[src/pmmc_map.svh]
// Constants for the monitor mode control registers
`ifndef PMMC_MAP_SVH
`define PMMC_MAP_SVH

// Special register numbers
`define PMMC_SPR_W 10
`define PMMC_SPR_CTL0 10'h3B8
`define PMMC_SPR_MIR0 10'h3A8
`define PMMC_SPR_CTL1 10'h3BC
`define PMMC_SPR_MIR1 10'h3AC

// Reset values
`define PMMC_CTL0_RST 32'h0000_0000
`define PMMC_CTL1_RST 32'h0000_0000

// Control zero fields, little-endian bit index (big-endian n is 31-n)
`define PMMC_C0_FREEZE 31
`define PMMC_C0_EXC_EN 26
`define PMMC_C0_FRZ_EVT 25
`define PMMC_C0_TB_EN 22
`define PMMC_C0_C1_NEG_EN 15
`define PMMC_C0_CJ_NEG_EN 14
`define PMMC_C0_HOLD 13
`define PMMC_C0_SEL1_HI 12
`define PMMC_C0_SEL1_LO 6
`define PMMC_C0_SEL2_HI 5
`define PMMC_C0_SEL2_LO 0

// Control one fields and writable mask
`define PMMC_C1_SEL3_HI 31
`define PMMC_C1_SEL3_LO 27
`define PMMC_C1_SEL4_HI 26
`define PMMC_C1_SEL4_LO 22
`define PMMC_C1_MASK 32'hFFC0_0000

`endif

[src/pmmc_pkg.sv]
// Types for the monitor mode control registers
package pmmc_pkg;

    // Event selector widths
    typedef logic [6:0] pmmc_sel7_t;
    typedef logic [5:0] pmmc_sel6_t;
    typedef logic [4:0] pmmc_sel5_t;

    // Decoded special register target, one-hot
    typedef enum logic [4:0] {
        PMMC_TGT_NONE = 5'h01,
        PMMC_TGT_CTL0 = 5'h02,
        PMMC_TGT_CTL1 = 5'h04,
        PMMC_TGT_MIR0 = 5'h08,
        PMMC_TGT_MIR1 = 5'h10
    } pmmc_tgt_e;

endpackage : pmmc_pkg

[src/pmmc_mode_ctrl.sv]
// Performance monitor mode control registers, hold and event selectors
`timescale 1ns/1ps
`include "pmmc_map.svh"

module pmmc_mode_ctrl (
    // Clock and reset
    input wire logic clk_in,
    input wire logic reset_n_in,
    // Special register move port
    input wire logic [9:0] spr_num_in,
    input wire logic spr_wr_in,
    input wire logic spr_rd_in,
    input wire logic spr_user_in,
    input wire logic [31:0] spr_wdata_in,
    output logic [31:0] spr_rdata_out,
    output logic spr_ack_out,
    output logic spr_fault_out,
    // Conditions from the counters and time base
    input wire logic first_counter_negative_in,
    input wire logic other_counter_negative_in,
    input wire logic time_base_event_in,
    input wire logic enabled_event_in,
    // Control towards the counters
    output logic [31:0] monitor_control_zero_out,
    output logic first_counter_run_out,
    output logic other_counters_run_out,
    output logic other_counters_hold_out,
    output logic enabled_condition_out,
    output pmmc_pkg::pmmc_sel7_t first_counter_event_select_out,
    output pmmc_pkg::pmmc_sel6_t second_counter_event_select_out,
    output pmmc_pkg::pmmc_sel5_t third_counter_event_select_out,
    output pmmc_pkg::pmmc_sel5_t fourth_counter_event_select_out
);

    // Reset synchroniser stages
    logic rst_meta_reg;
    logic rst_sync_n_reg;

    // Register state
    logic [31:0] monitor_control_zero_reg;
    logic [31:0] monitor_control_zero_next;
    logic [31:0] monitor_control_one_reg;
    logic [31:0] monitor_control_one_next;

    // Read port state
    logic [31:0] rdata_reg;
    logic ack_reg;
    logic fault_reg;

    // Registered counter run controls
    logic first_run_reg;
    logic other_run_reg;
    logic cond_reg;

    // Decode and event terms
    pmmc_pkg::pmmc_tgt_e tgt;
    logic wr_ctl0;
    logic wr_ctl1;
    logic rd_ok;
    logic acc_fault;
    logic cond_seen;
    logic release_hold;
    logic freeze_hit;
    logic hold_now;

    // Map a special register number to its target
    function automatic pmmc_pkg::pmmc_tgt_e spr_decode(input logic [9:0] num);
        pmmc_pkg::pmmc_tgt_e t;
        t = pmmc_pkg::PMMC_TGT_NONE;
        if (num == `PMMC_SPR_CTL0) begin
            t = pmmc_pkg::PMMC_TGT_CTL0;
        end else if (num == `PMMC_SPR_CTL1) begin
            t = pmmc_pkg::PMMC_TGT_CTL1;
        end else if (num == `PMMC_SPR_MIR0) begin
            t = pmmc_pkg::PMMC_TGT_MIR0;
        end else if (num == `PMMC_SPR_MIR1) begin
            t = pmmc_pkg::PMMC_TGT_MIR1;
        end
        return t;
    endfunction : spr_decode

    // Release reset through two flops
    always_ff @(posedge clk_in or negedge reset_n_in) begin
        if (!reset_n_in) begin
            rst_meta_reg <= 1'b0;
            rst_sync_n_reg <= 1'b0;
        end else begin
            rst_meta_reg <= 1'b1;
            rst_sync_n_reg <= rst_meta_reg;
        end
    end

    assign tgt = spr_decode(spr_num_in);
    assign hold_now = monitor_control_zero_reg[`PMMC_C0_HOLD];

    // Access rights: mirrors are read-only, privileged ones need supervisor
    always_comb begin
        wr_ctl0 = 1'b0;
        wr_ctl1 = 1'b0;
        rd_ok = 1'b0;
        acc_fault = 1'b0;
        unique case (tgt)
            pmmc_pkg::PMMC_TGT_CTL0: begin
                wr_ctl0 = spr_wr_in && !spr_user_in;
                rd_ok = spr_rd_in && !spr_user_in;
                acc_fault = (spr_wr_in || spr_rd_in) && spr_user_in;
            end
            pmmc_pkg::PMMC_TGT_CTL1: begin
                wr_ctl1 = spr_wr_in && !spr_user_in;
                rd_ok = spr_rd_in && !spr_user_in;
                acc_fault = (spr_wr_in || spr_rd_in) && spr_user_in;
            end
            pmmc_pkg::PMMC_TGT_MIR0: begin
                rd_ok = spr_rd_in;
                acc_fault = spr_wr_in;
            end
            pmmc_pkg::PMMC_TGT_MIR1: begin
                rd_ok = spr_rd_in;
                acc_fault = spr_wr_in;
            end
            pmmc_pkg::PMMC_TGT_NONE: begin
                acc_fault = spr_wr_in || spr_rd_in;
            end
        endcase
    end

    // Enabled conditions and events seen this cycle
    always_comb begin
        cond_seen = enabled_event_in;
        if (monitor_control_zero_reg[`PMMC_C0_C1_NEG_EN] && first_counter_negative_in) begin
            cond_seen = 1'b1;
        end
        if (monitor_control_zero_reg[`PMMC_C0_CJ_NEG_EN] && other_counter_negative_in) begin
            cond_seen = 1'b1;
        end
        if (monitor_control_zero_reg[`PMMC_C0_TB_EN] && time_base_event_in) begin
            cond_seen = 1'b1;
        end
    end

    // Hold ends on first counter negative or any enabled condition
    assign release_hold = hold_now && (first_counter_negative_in || cond_seen);
    // Freeze-on-event acts only while the hold is clear
    assign freeze_hit = cond_seen && !hold_now
        && monitor_control_zero_reg[`PMMC_C0_FRZ_EVT];

    // Next value of control zero; hardware freeze wins over a write
    always_comb begin
        monitor_control_zero_next = monitor_control_zero_reg;
        if (wr_ctl0) begin
            monitor_control_zero_next = spr_wdata_in;
        end else if (release_hold) begin
            monitor_control_zero_next[`PMMC_C0_HOLD] = 1'b0;
        end
        if (freeze_hit) begin
            monitor_control_zero_next[`PMMC_C0_FREEZE] = 1'b1;
        end
    end

    // Control zero storage
    always_ff @(posedge clk_in or negedge rst_sync_n_reg) begin
        if (!rst_sync_n_reg) begin
            monitor_control_zero_reg <= `PMMC_CTL0_RST;
        end else begin
            monitor_control_zero_reg <= monitor_control_zero_next;
        end
    end

    // Control one keeps only its two selectors
    always_comb begin
        monitor_control_one_next = monitor_control_one_reg;
        if (wr_ctl1) begin
            monitor_control_one_next = spr_wdata_in & `PMMC_C1_MASK;
        end
    end

    // Control one storage
    always_ff @(posedge clk_in or negedge rst_sync_n_reg) begin
        if (!rst_sync_n_reg) begin
            monitor_control_one_reg <= `PMMC_CTL1_RST;
        end else begin
            monitor_control_one_reg <= monitor_control_one_next;
        end
    end

    // Read answer one cycle after the request; faults read zero
    always_ff @(posedge clk_in or negedge rst_sync_n_reg) begin
        if (!rst_sync_n_reg) begin
            rdata_reg <= 32'h0000_0000;
            ack_reg <= 1'b0;
            fault_reg <= 1'b0;
        end else begin
            ack_reg <= spr_wr_in || spr_rd_in;
            fault_reg <= acc_fault;
            rdata_reg <= 32'h0000_0000;
            if (rd_ok) begin
                unique case (tgt)
                    pmmc_pkg::PMMC_TGT_CTL0: rdata_reg <= monitor_control_zero_reg;
                    pmmc_pkg::PMMC_TGT_MIR0: rdata_reg <= monitor_control_zero_reg;
                    pmmc_pkg::PMMC_TGT_CTL1: rdata_reg <= monitor_control_one_reg;
                    pmmc_pkg::PMMC_TGT_MIR1: rdata_reg <= monitor_control_one_reg;
                    pmmc_pkg::PMMC_TGT_NONE: rdata_reg <= 32'h0000_0000;
                endcase
            end
        end
    end

    // Counter run controls follow the next register state, so they
    // line up with the control bits seen on the outputs
    always_ff @(posedge clk_in or negedge rst_sync_n_reg) begin
        if (!rst_sync_n_reg) begin
            first_run_reg <= 1'b0;
            other_run_reg <= 1'b0;
            cond_reg <= 1'b0;
        end else begin
            first_run_reg <= !monitor_control_zero_next[`PMMC_C0_FREEZE];
            other_run_reg <= !monitor_control_zero_next[`PMMC_C0_FREEZE]
                && !monitor_control_zero_next[`PMMC_C0_HOLD];
            cond_reg <= cond_seen;
        end
    end

    // Outputs, all straight from flops
    assign spr_rdata_out = rdata_reg;
    assign spr_ack_out = ack_reg;
    assign spr_fault_out = fault_reg;
    assign monitor_control_zero_out = monitor_control_zero_reg;
    assign first_counter_run_out = first_run_reg;
    assign other_counters_run_out = other_run_reg;
    assign other_counters_hold_out = monitor_control_zero_reg[`PMMC_C0_HOLD];
    assign enabled_condition_out = cond_reg;
    assign first_counter_event_select_out =
        monitor_control_zero_reg[`PMMC_C0_SEL1_HI:`PMMC_C0_SEL1_LO];
    assign second_counter_event_select_out =
        monitor_control_zero_reg[`PMMC_C0_SEL2_HI:`PMMC_C0_SEL2_LO];
    assign third_counter_event_select_out =
        monitor_control_one_reg[`PMMC_C1_SEL3_HI:`PMMC_C1_SEL3_LO];
    assign fourth_counter_event_select_out =
        monitor_control_one_reg[`PMMC_C1_SEL4_HI:`PMMC_C1_SEL4_LO];

endmodule : pmmc_mode_ctrl

[config.mk]
export PLATFORM = sky130hd
export DESIGN_NAME = pmmc_mode_ctrl
export DESIGN_NICKNAME = d
export VERILOG_FILES = /design/src/pmmc_pkg.sv /design/src/pmmc_mode_ctrl.sv
export VERILOG_INCLUDE_DIRS = /design/src /design/src/src
export SDC_FILE = /design/constraint.sdc
export NUM_CORES = 1
export LEC_CHECK = 0
export BUFFER_PORTS_ARGS = -buffer_cell sky130_fd_sc_hd__buf_2
export CORE_MARGIN = 5
export CORE_UTILIZATION = 46
export DETAILED_ROUTE_END_ITERATION = 7
export HOLD_SLACK_MARGIN = 0.02
export MAX_ROUTING_LAYER = met4
export PLACE_DENSITY = 0.79
export SLEW_MARGIN = 20
export SYNTH_ARGS = -nofsm -noshare
export SYNTH_HDL_FRONTEND = slang
export SYNTH_SLANG_ARGS = --single-unit
[constraint.sdc]
create_clock -name clk_in -period 3 [get_ports clk_in]
set_clock_uncertainty 0.05 [all_clocks]
set_input_delay 0.45 -clock clk_in [delete_from_list [all_inputs] [get_ports clk_in]]
set_output_delay 0.45 -clock clk_in [all_outputs]
set_load 0.05 [all_outputs]
### Yosys cells after proc, flatten, opt, wreduce, memory -nomap -nowiden

Cells that the tools add are included.
Widths: inputs -> output; s select.

| storage, ports and cells | value |
|---|---|
| register bits | 81 |
| bits of input ports | 51 |
| output and inout port bits | 93 |

| operators by class | value |
|---|---|
| eq/ne operators | 9 |
| muxes and demuxes | 17 |
| reductions and logical operators | 20 |

Operators by type and width:

| cell | count |
|---|---|
| $pmux 32 s3 | 1 |
| $eq 10x10->1 const B | 4 |
| $mux 32 | 1 |
| $mux 5 | 4 |
| $mux 18 | 1 |
| $logic_and 1x1->1 | 10 |
| $mux 1 | 8 |
| $reduce_or 2->1 | 4 |
| $eq 5x1->1 const B | 1 |
| $eq 5x2->1 const B | 1 |
| $eq 5x3->1 const B | 1 |
| $eq 5x4->1 const B | 1 |
| $eq 5x5->1 const B | 1 |
| $logic_not 1->1 | 4 |
| $pmux 1 s3 | 1 |
| $logic_or 1x1->1 | 2 |
| $pmux 1 s2 | 1 |

### Depth between registers and ports, before layout

| depth | value |
|---|---|
| word-level depth | 11 |
| mapped depth | 6 |

### Worst setup path before layout

No wires, ideal clock.

| timing path | value |
|---|---|
| kind | input-to-reg |
| from | input spr_num_in[0] |
| to | register monitor_control_zero_reg[21] (netlist: monitor_control_zero_out[21]) |
| setup time | 0.125 ns |
| arrival | 1.492 ns |
| required time | 2.825 ns |
| slack | 1.334 ns |
| cell stages on the path | 5 |
| buffers on the path | 2 |
| cells stage by stage | and4bb_2 -> and3_1 -> buf_6 -> buf_12 -> mux2_2 |

| on the way | value |
|---|---|
| longest elaborated chain between the ends | 7 |
| elaborated cells between the ends (all ways) | 10 |
| those cells by class | 5 x eq/ne; 5 x mux |

RTL lines:

| what | line | source |
|---|---|---|
| start: declaration | pmmc_mode_ctrl.sv:10 | `input wire logic [9:0] spr_num_in,` |
| $eq 10x10->1 (no source line) | -- |  |
| $mux 5 | pmmc_mode_ctrl.sv:76 | `` end else if (num == `PMMC_SPR_MIR1) begin `` |
| $mux 5 | pmmc_mode_ctrl.sv:74 | `` end else if (num == `PMMC_SPR_MIR0) begin `` |
| $mux 5 | pmmc_mode_ctrl.sv:72 | `` end else if (num == `PMMC_SPR_CTL1) begin `` |
| $mux 5 * | pmmc_mode_ctrl.sv:70 | `` if (num == `PMMC_SPR_CTL0) begin `` |
| $eq 5x2->1 * | pmmc_mode_ctrl.sv:102 | `unique case (tgt)` |
| $mux 1 * | pmmc_mode_ctrl.sv:102 |  |
| end signal: assignment | pmmc_mode_ctrl.sv:163 | `` monitor_control_zero_reg <= `PMMC_CTL0_RST; `` |
| end signal: assignment | pmmc_mode_ctrl.sv:165 | `monitor_control_zero_reg <= monitor_control_zero_next;` |
| end: declaration | pmmc_mode_ctrl.sv:40 | `logic [31:0] monitor_control_zero_reg;` |

Every way passes the cells marked *; elsewhere a longest branch is shown, timed or not.
A chain may end at the register's enable or synchronous reset.

### Worst setup path after layout

| timing path | value |
|---|---|
| from | input spr_num_in[2] |
| to | register monitor_control_zero_reg[6] (netlist: monitor_control_zero_out[6]) |

The elaborated chain is that of the path after synthesis.

==> flow_metrics.env <==
export IMPL_power_density_nw_per_um2=511
export IMPL_die_h_um=92.8
export IMPL_antenna_cells=0
export IMPL_grt_pass1_wl_um=11100
export IMPL_drtAntennaViolNets=0
export IMPL_synth_ff_type="dfrtp_1"
export IMPL_slowest_stage="and3_2"
export IMPL_combPwrFrac_pct=6.6
export IMPL_start_util_pct=46.9
export IMPL_synth_most_common_cell="dfrtp_1"
export IMPL_synthArstFlopShare_pct=100
export IMPL_fin_crit_sh_pct=63.4
export IMPL_grt_max_degree=80
export IMPL_cts_tree="built"
export IMPL_io_buffers=143
export IMPL_peakVddDrop_mv=0.248
export IMPL_tns_ns=0
export IMPL_drive_gt1_share_pct=56.8
export IMPL_syn_area_um2=3150
export IMPL_syn_to_final_growth_pct=29.0
export IMPL_hpwl_um=5010
export IMPL_crit_family="simple AND/OR/NAND/NOR gates"
export IMPL_clk_pin_slew_ns=0.08
export IMPL_drv_cap=0
export IMPL_synthTopCellsByCount="dfrtp_1, mux2_2, and2_1"
export IMPL_num_vias=2150
export IMPL_wl_um=6940
export IMPL_cp_max_fo=18
export IMPL_p_int_w=0.00159
export IMPL_finalCriticalPeriod_ns=1.90
export IMPL_r2r_slack_ns=1.67
export IMPL_cp_buffers_inverters=2
export IMPL_slowest_delay_ns=0.50
export IMPL_setup_viol=0
export IMPL_p_leak_nw=2.37
export IMPL_track_usage_pct=17.2
export IMPL_cts_made_buffers=9
export IMPL_overflow=0
export IMPL_cts_root_buffer="clkbuf_8"
export IMPL_cts_sinks=81
export IMPL_dr_pass1_iters=4
export IMPL_yosys_top_cells_area="dfrtp_1, mux2_2, and2_1"
export IMPL_core_area_um2=6720
export IMPL_grt_pass1_vias=2266
export IMPL_row_count=30
export IMPL_worstSetupPathType="input port to flip-flop"
export IMPL_required_ns=3.17
export IMPL_hold_ws_ns=0.189
export IMPL_rsz0062_at_grt="false"
export IMPL_synth_top_area_share_pct=64.3
export IMPL_hold_viol_final=0
export IMPL_fill_cells=552
export IMPL_arrival_ns=2.07
export IMPL_hp_class="flip-flop to asynchronous set/reset pin"
export IMPL_cts_resized=0
export IMPL_met3_length_um=579
export IMPL_io_pins=144
export IMPL_yosysSeqAreaShare_pct=64.3
export IMPL_p_seq_share_pct=53.7
export IMPL_setup_ws_ns=1.10
export IMPL_met2WireLength_um=3310
export IMPL_drtIter0Drc=46
export IMPL_ys_ff_latch=81
export IMPL_clk_latency_ns=0.33
export IMPL_ys_warn_count=0
export IMPL_synth_top_cell_by_area="dfrtp_1"
export IMPL_finalMaxSlewViolations=0
export IMPL_critPathLaunchType="input port"
export IMPL_p_clk_share_pct=39.7
export IMPL_antenna_found_initial=0
export IMPL_dieArea_um2=8600
export IMPL_synth_cell_types=28
export IMPL_cts_buffer_depth=2
export IMPL_critPathCaptureType="flip-flop"
export IMPL_syn_nets=268
export IMPL_htreeDepth=3
export IMPL_wl_met1_um=2950
export IMPL_crit_chain="buf_2, nor4bb_1, and3_2, buf_12, mux2_2"
export IMPL_drcViolationCount=0
export IMPL_pre_cts_ws_ns=0.721
export IMPL_synth_edf_count=0
export IMPL_total_power_w=0.00208
export IMPL_post_cts_buffers=0
export IMPL_num_nets_final=405
export IMPL_synthCells=217
export IMPL_top_layer="met4"
export IMPL_gp_congestion=0.804
export IMPL_dieWidth_um=92.8
export IMPL_switching_share_pct=23.7
export IMPL_cts_hold_buf=1
export IMPL_via_per_inst=4.90
export IMPL_avgSynthCellArea_um2=14.5
export IMPL_wl_per_cell_um=15.8
export IMPL_switchingPower_w=0.000493
export IMPL_status="finished clean"
export IMPL_max_clock_freq_ghz=0.526
==> power groups by stage <==
stage | Sequential (W) | Combinational, W | Clock [W]
floorplan | 0.00118 | 0.0000289 | 0
global placement | 0.00115 | 0.000118 | 0
detailed placement | 0.00115 | 0.000119 | 0
CTS | 0.00113 | 0.000120 | 0.000847
global route | 0.00112 | 0.000149 | 0.000894
finish | 0.00112 | 0.000136 | 0.000825
==> metrics by stage <==
step           cells  instance area, um^2  utilization, %
4_1_cts          438                 4040            60.1
5_1_grt          439                 4070            60.5
6_report         439                 4070            60.5
2_1_floorplan    217                 3150               -
3_3_place_gp     421                 3810            56.8
3_5_place_dp     421                 3810            56.8
==> layout by cell type (no fill, tap or decap), types with 2 or more instances in the layout <==
| cell type | n |
|---|---|
| a21oi_1 | 3 |
| and2_1 | 23 |
| buf_2 | 143 |
| buf_4 | 2 |
| clkbuf_8 | 11 |
| clkinvlp_4 | 2 |
| dfrtp_1 | 80 |
| mux2_1 | 4 |
| mux2_2 | 36 |
| mux2i_1 | 12 |
| nand2_1 | 4 |
| nand3_1 | 3 |
| nor2_1 | 14 |
| nor2b_1 | 2 |
==> path summary, 6_finish.rpt <==
check	start	end	depth (start not counted)
max in group asynchronous	rst_sync_n_reg	monitor_control_one_reg[22]	1
worst max-delay path	spr_num_in[2]	monitor_control_zero_out[6]	5
min in group clk_in	spr_wdata_in[9]	monitor_control_zero_out[9]	2
worst min register to register	rst_sync_n_reg	monitor_control_zero_out[18]	0
worst max register to register	monitor_control_zero_out[14]	monitor_control_zero_out[31]	4
worst min-delay path	rst_sync_n_reg	monitor_control_zero_out[18]	0
==> logic make-up after synthesis <==
logic type      Yosys count  share of synthesized area [%]
mux                      52                           18.1
other cells               1                          0.119
simple gates             55                           10.4
compound gates            5                          0.834
buf+inv                  23                           6.23
flops                    81                           64.3
==> per-layer routing <==
layer  up-vias  global-route usage, %
met5         -                      -
met4         0                   6.84
met2       104                   27.4
met3         8                   5.04
met1      1053                   20.8
li1        985                      -
==> worst register-to-register path, stage by stage, from the launching register on <==
cell	delay [ns]
dfrtp_1	0.41
a21oi_1	0.25
nand3_1	0.14
and3b_1	0.22
nand2b_1	0.14
==> final cells by class <==
class	instances	area, um^2	share of cell area, %
timing repair buffer	148	788	19.4
sequential	81	2030	50.0
clock inverter	5	62.6	1.54
tap	80	100	2.46
clock buffer	11	151	3.72
multi-input combinational	113	928	22.8
inverter	1	3.75	0.0923
(Power assumes the default switching activity.)
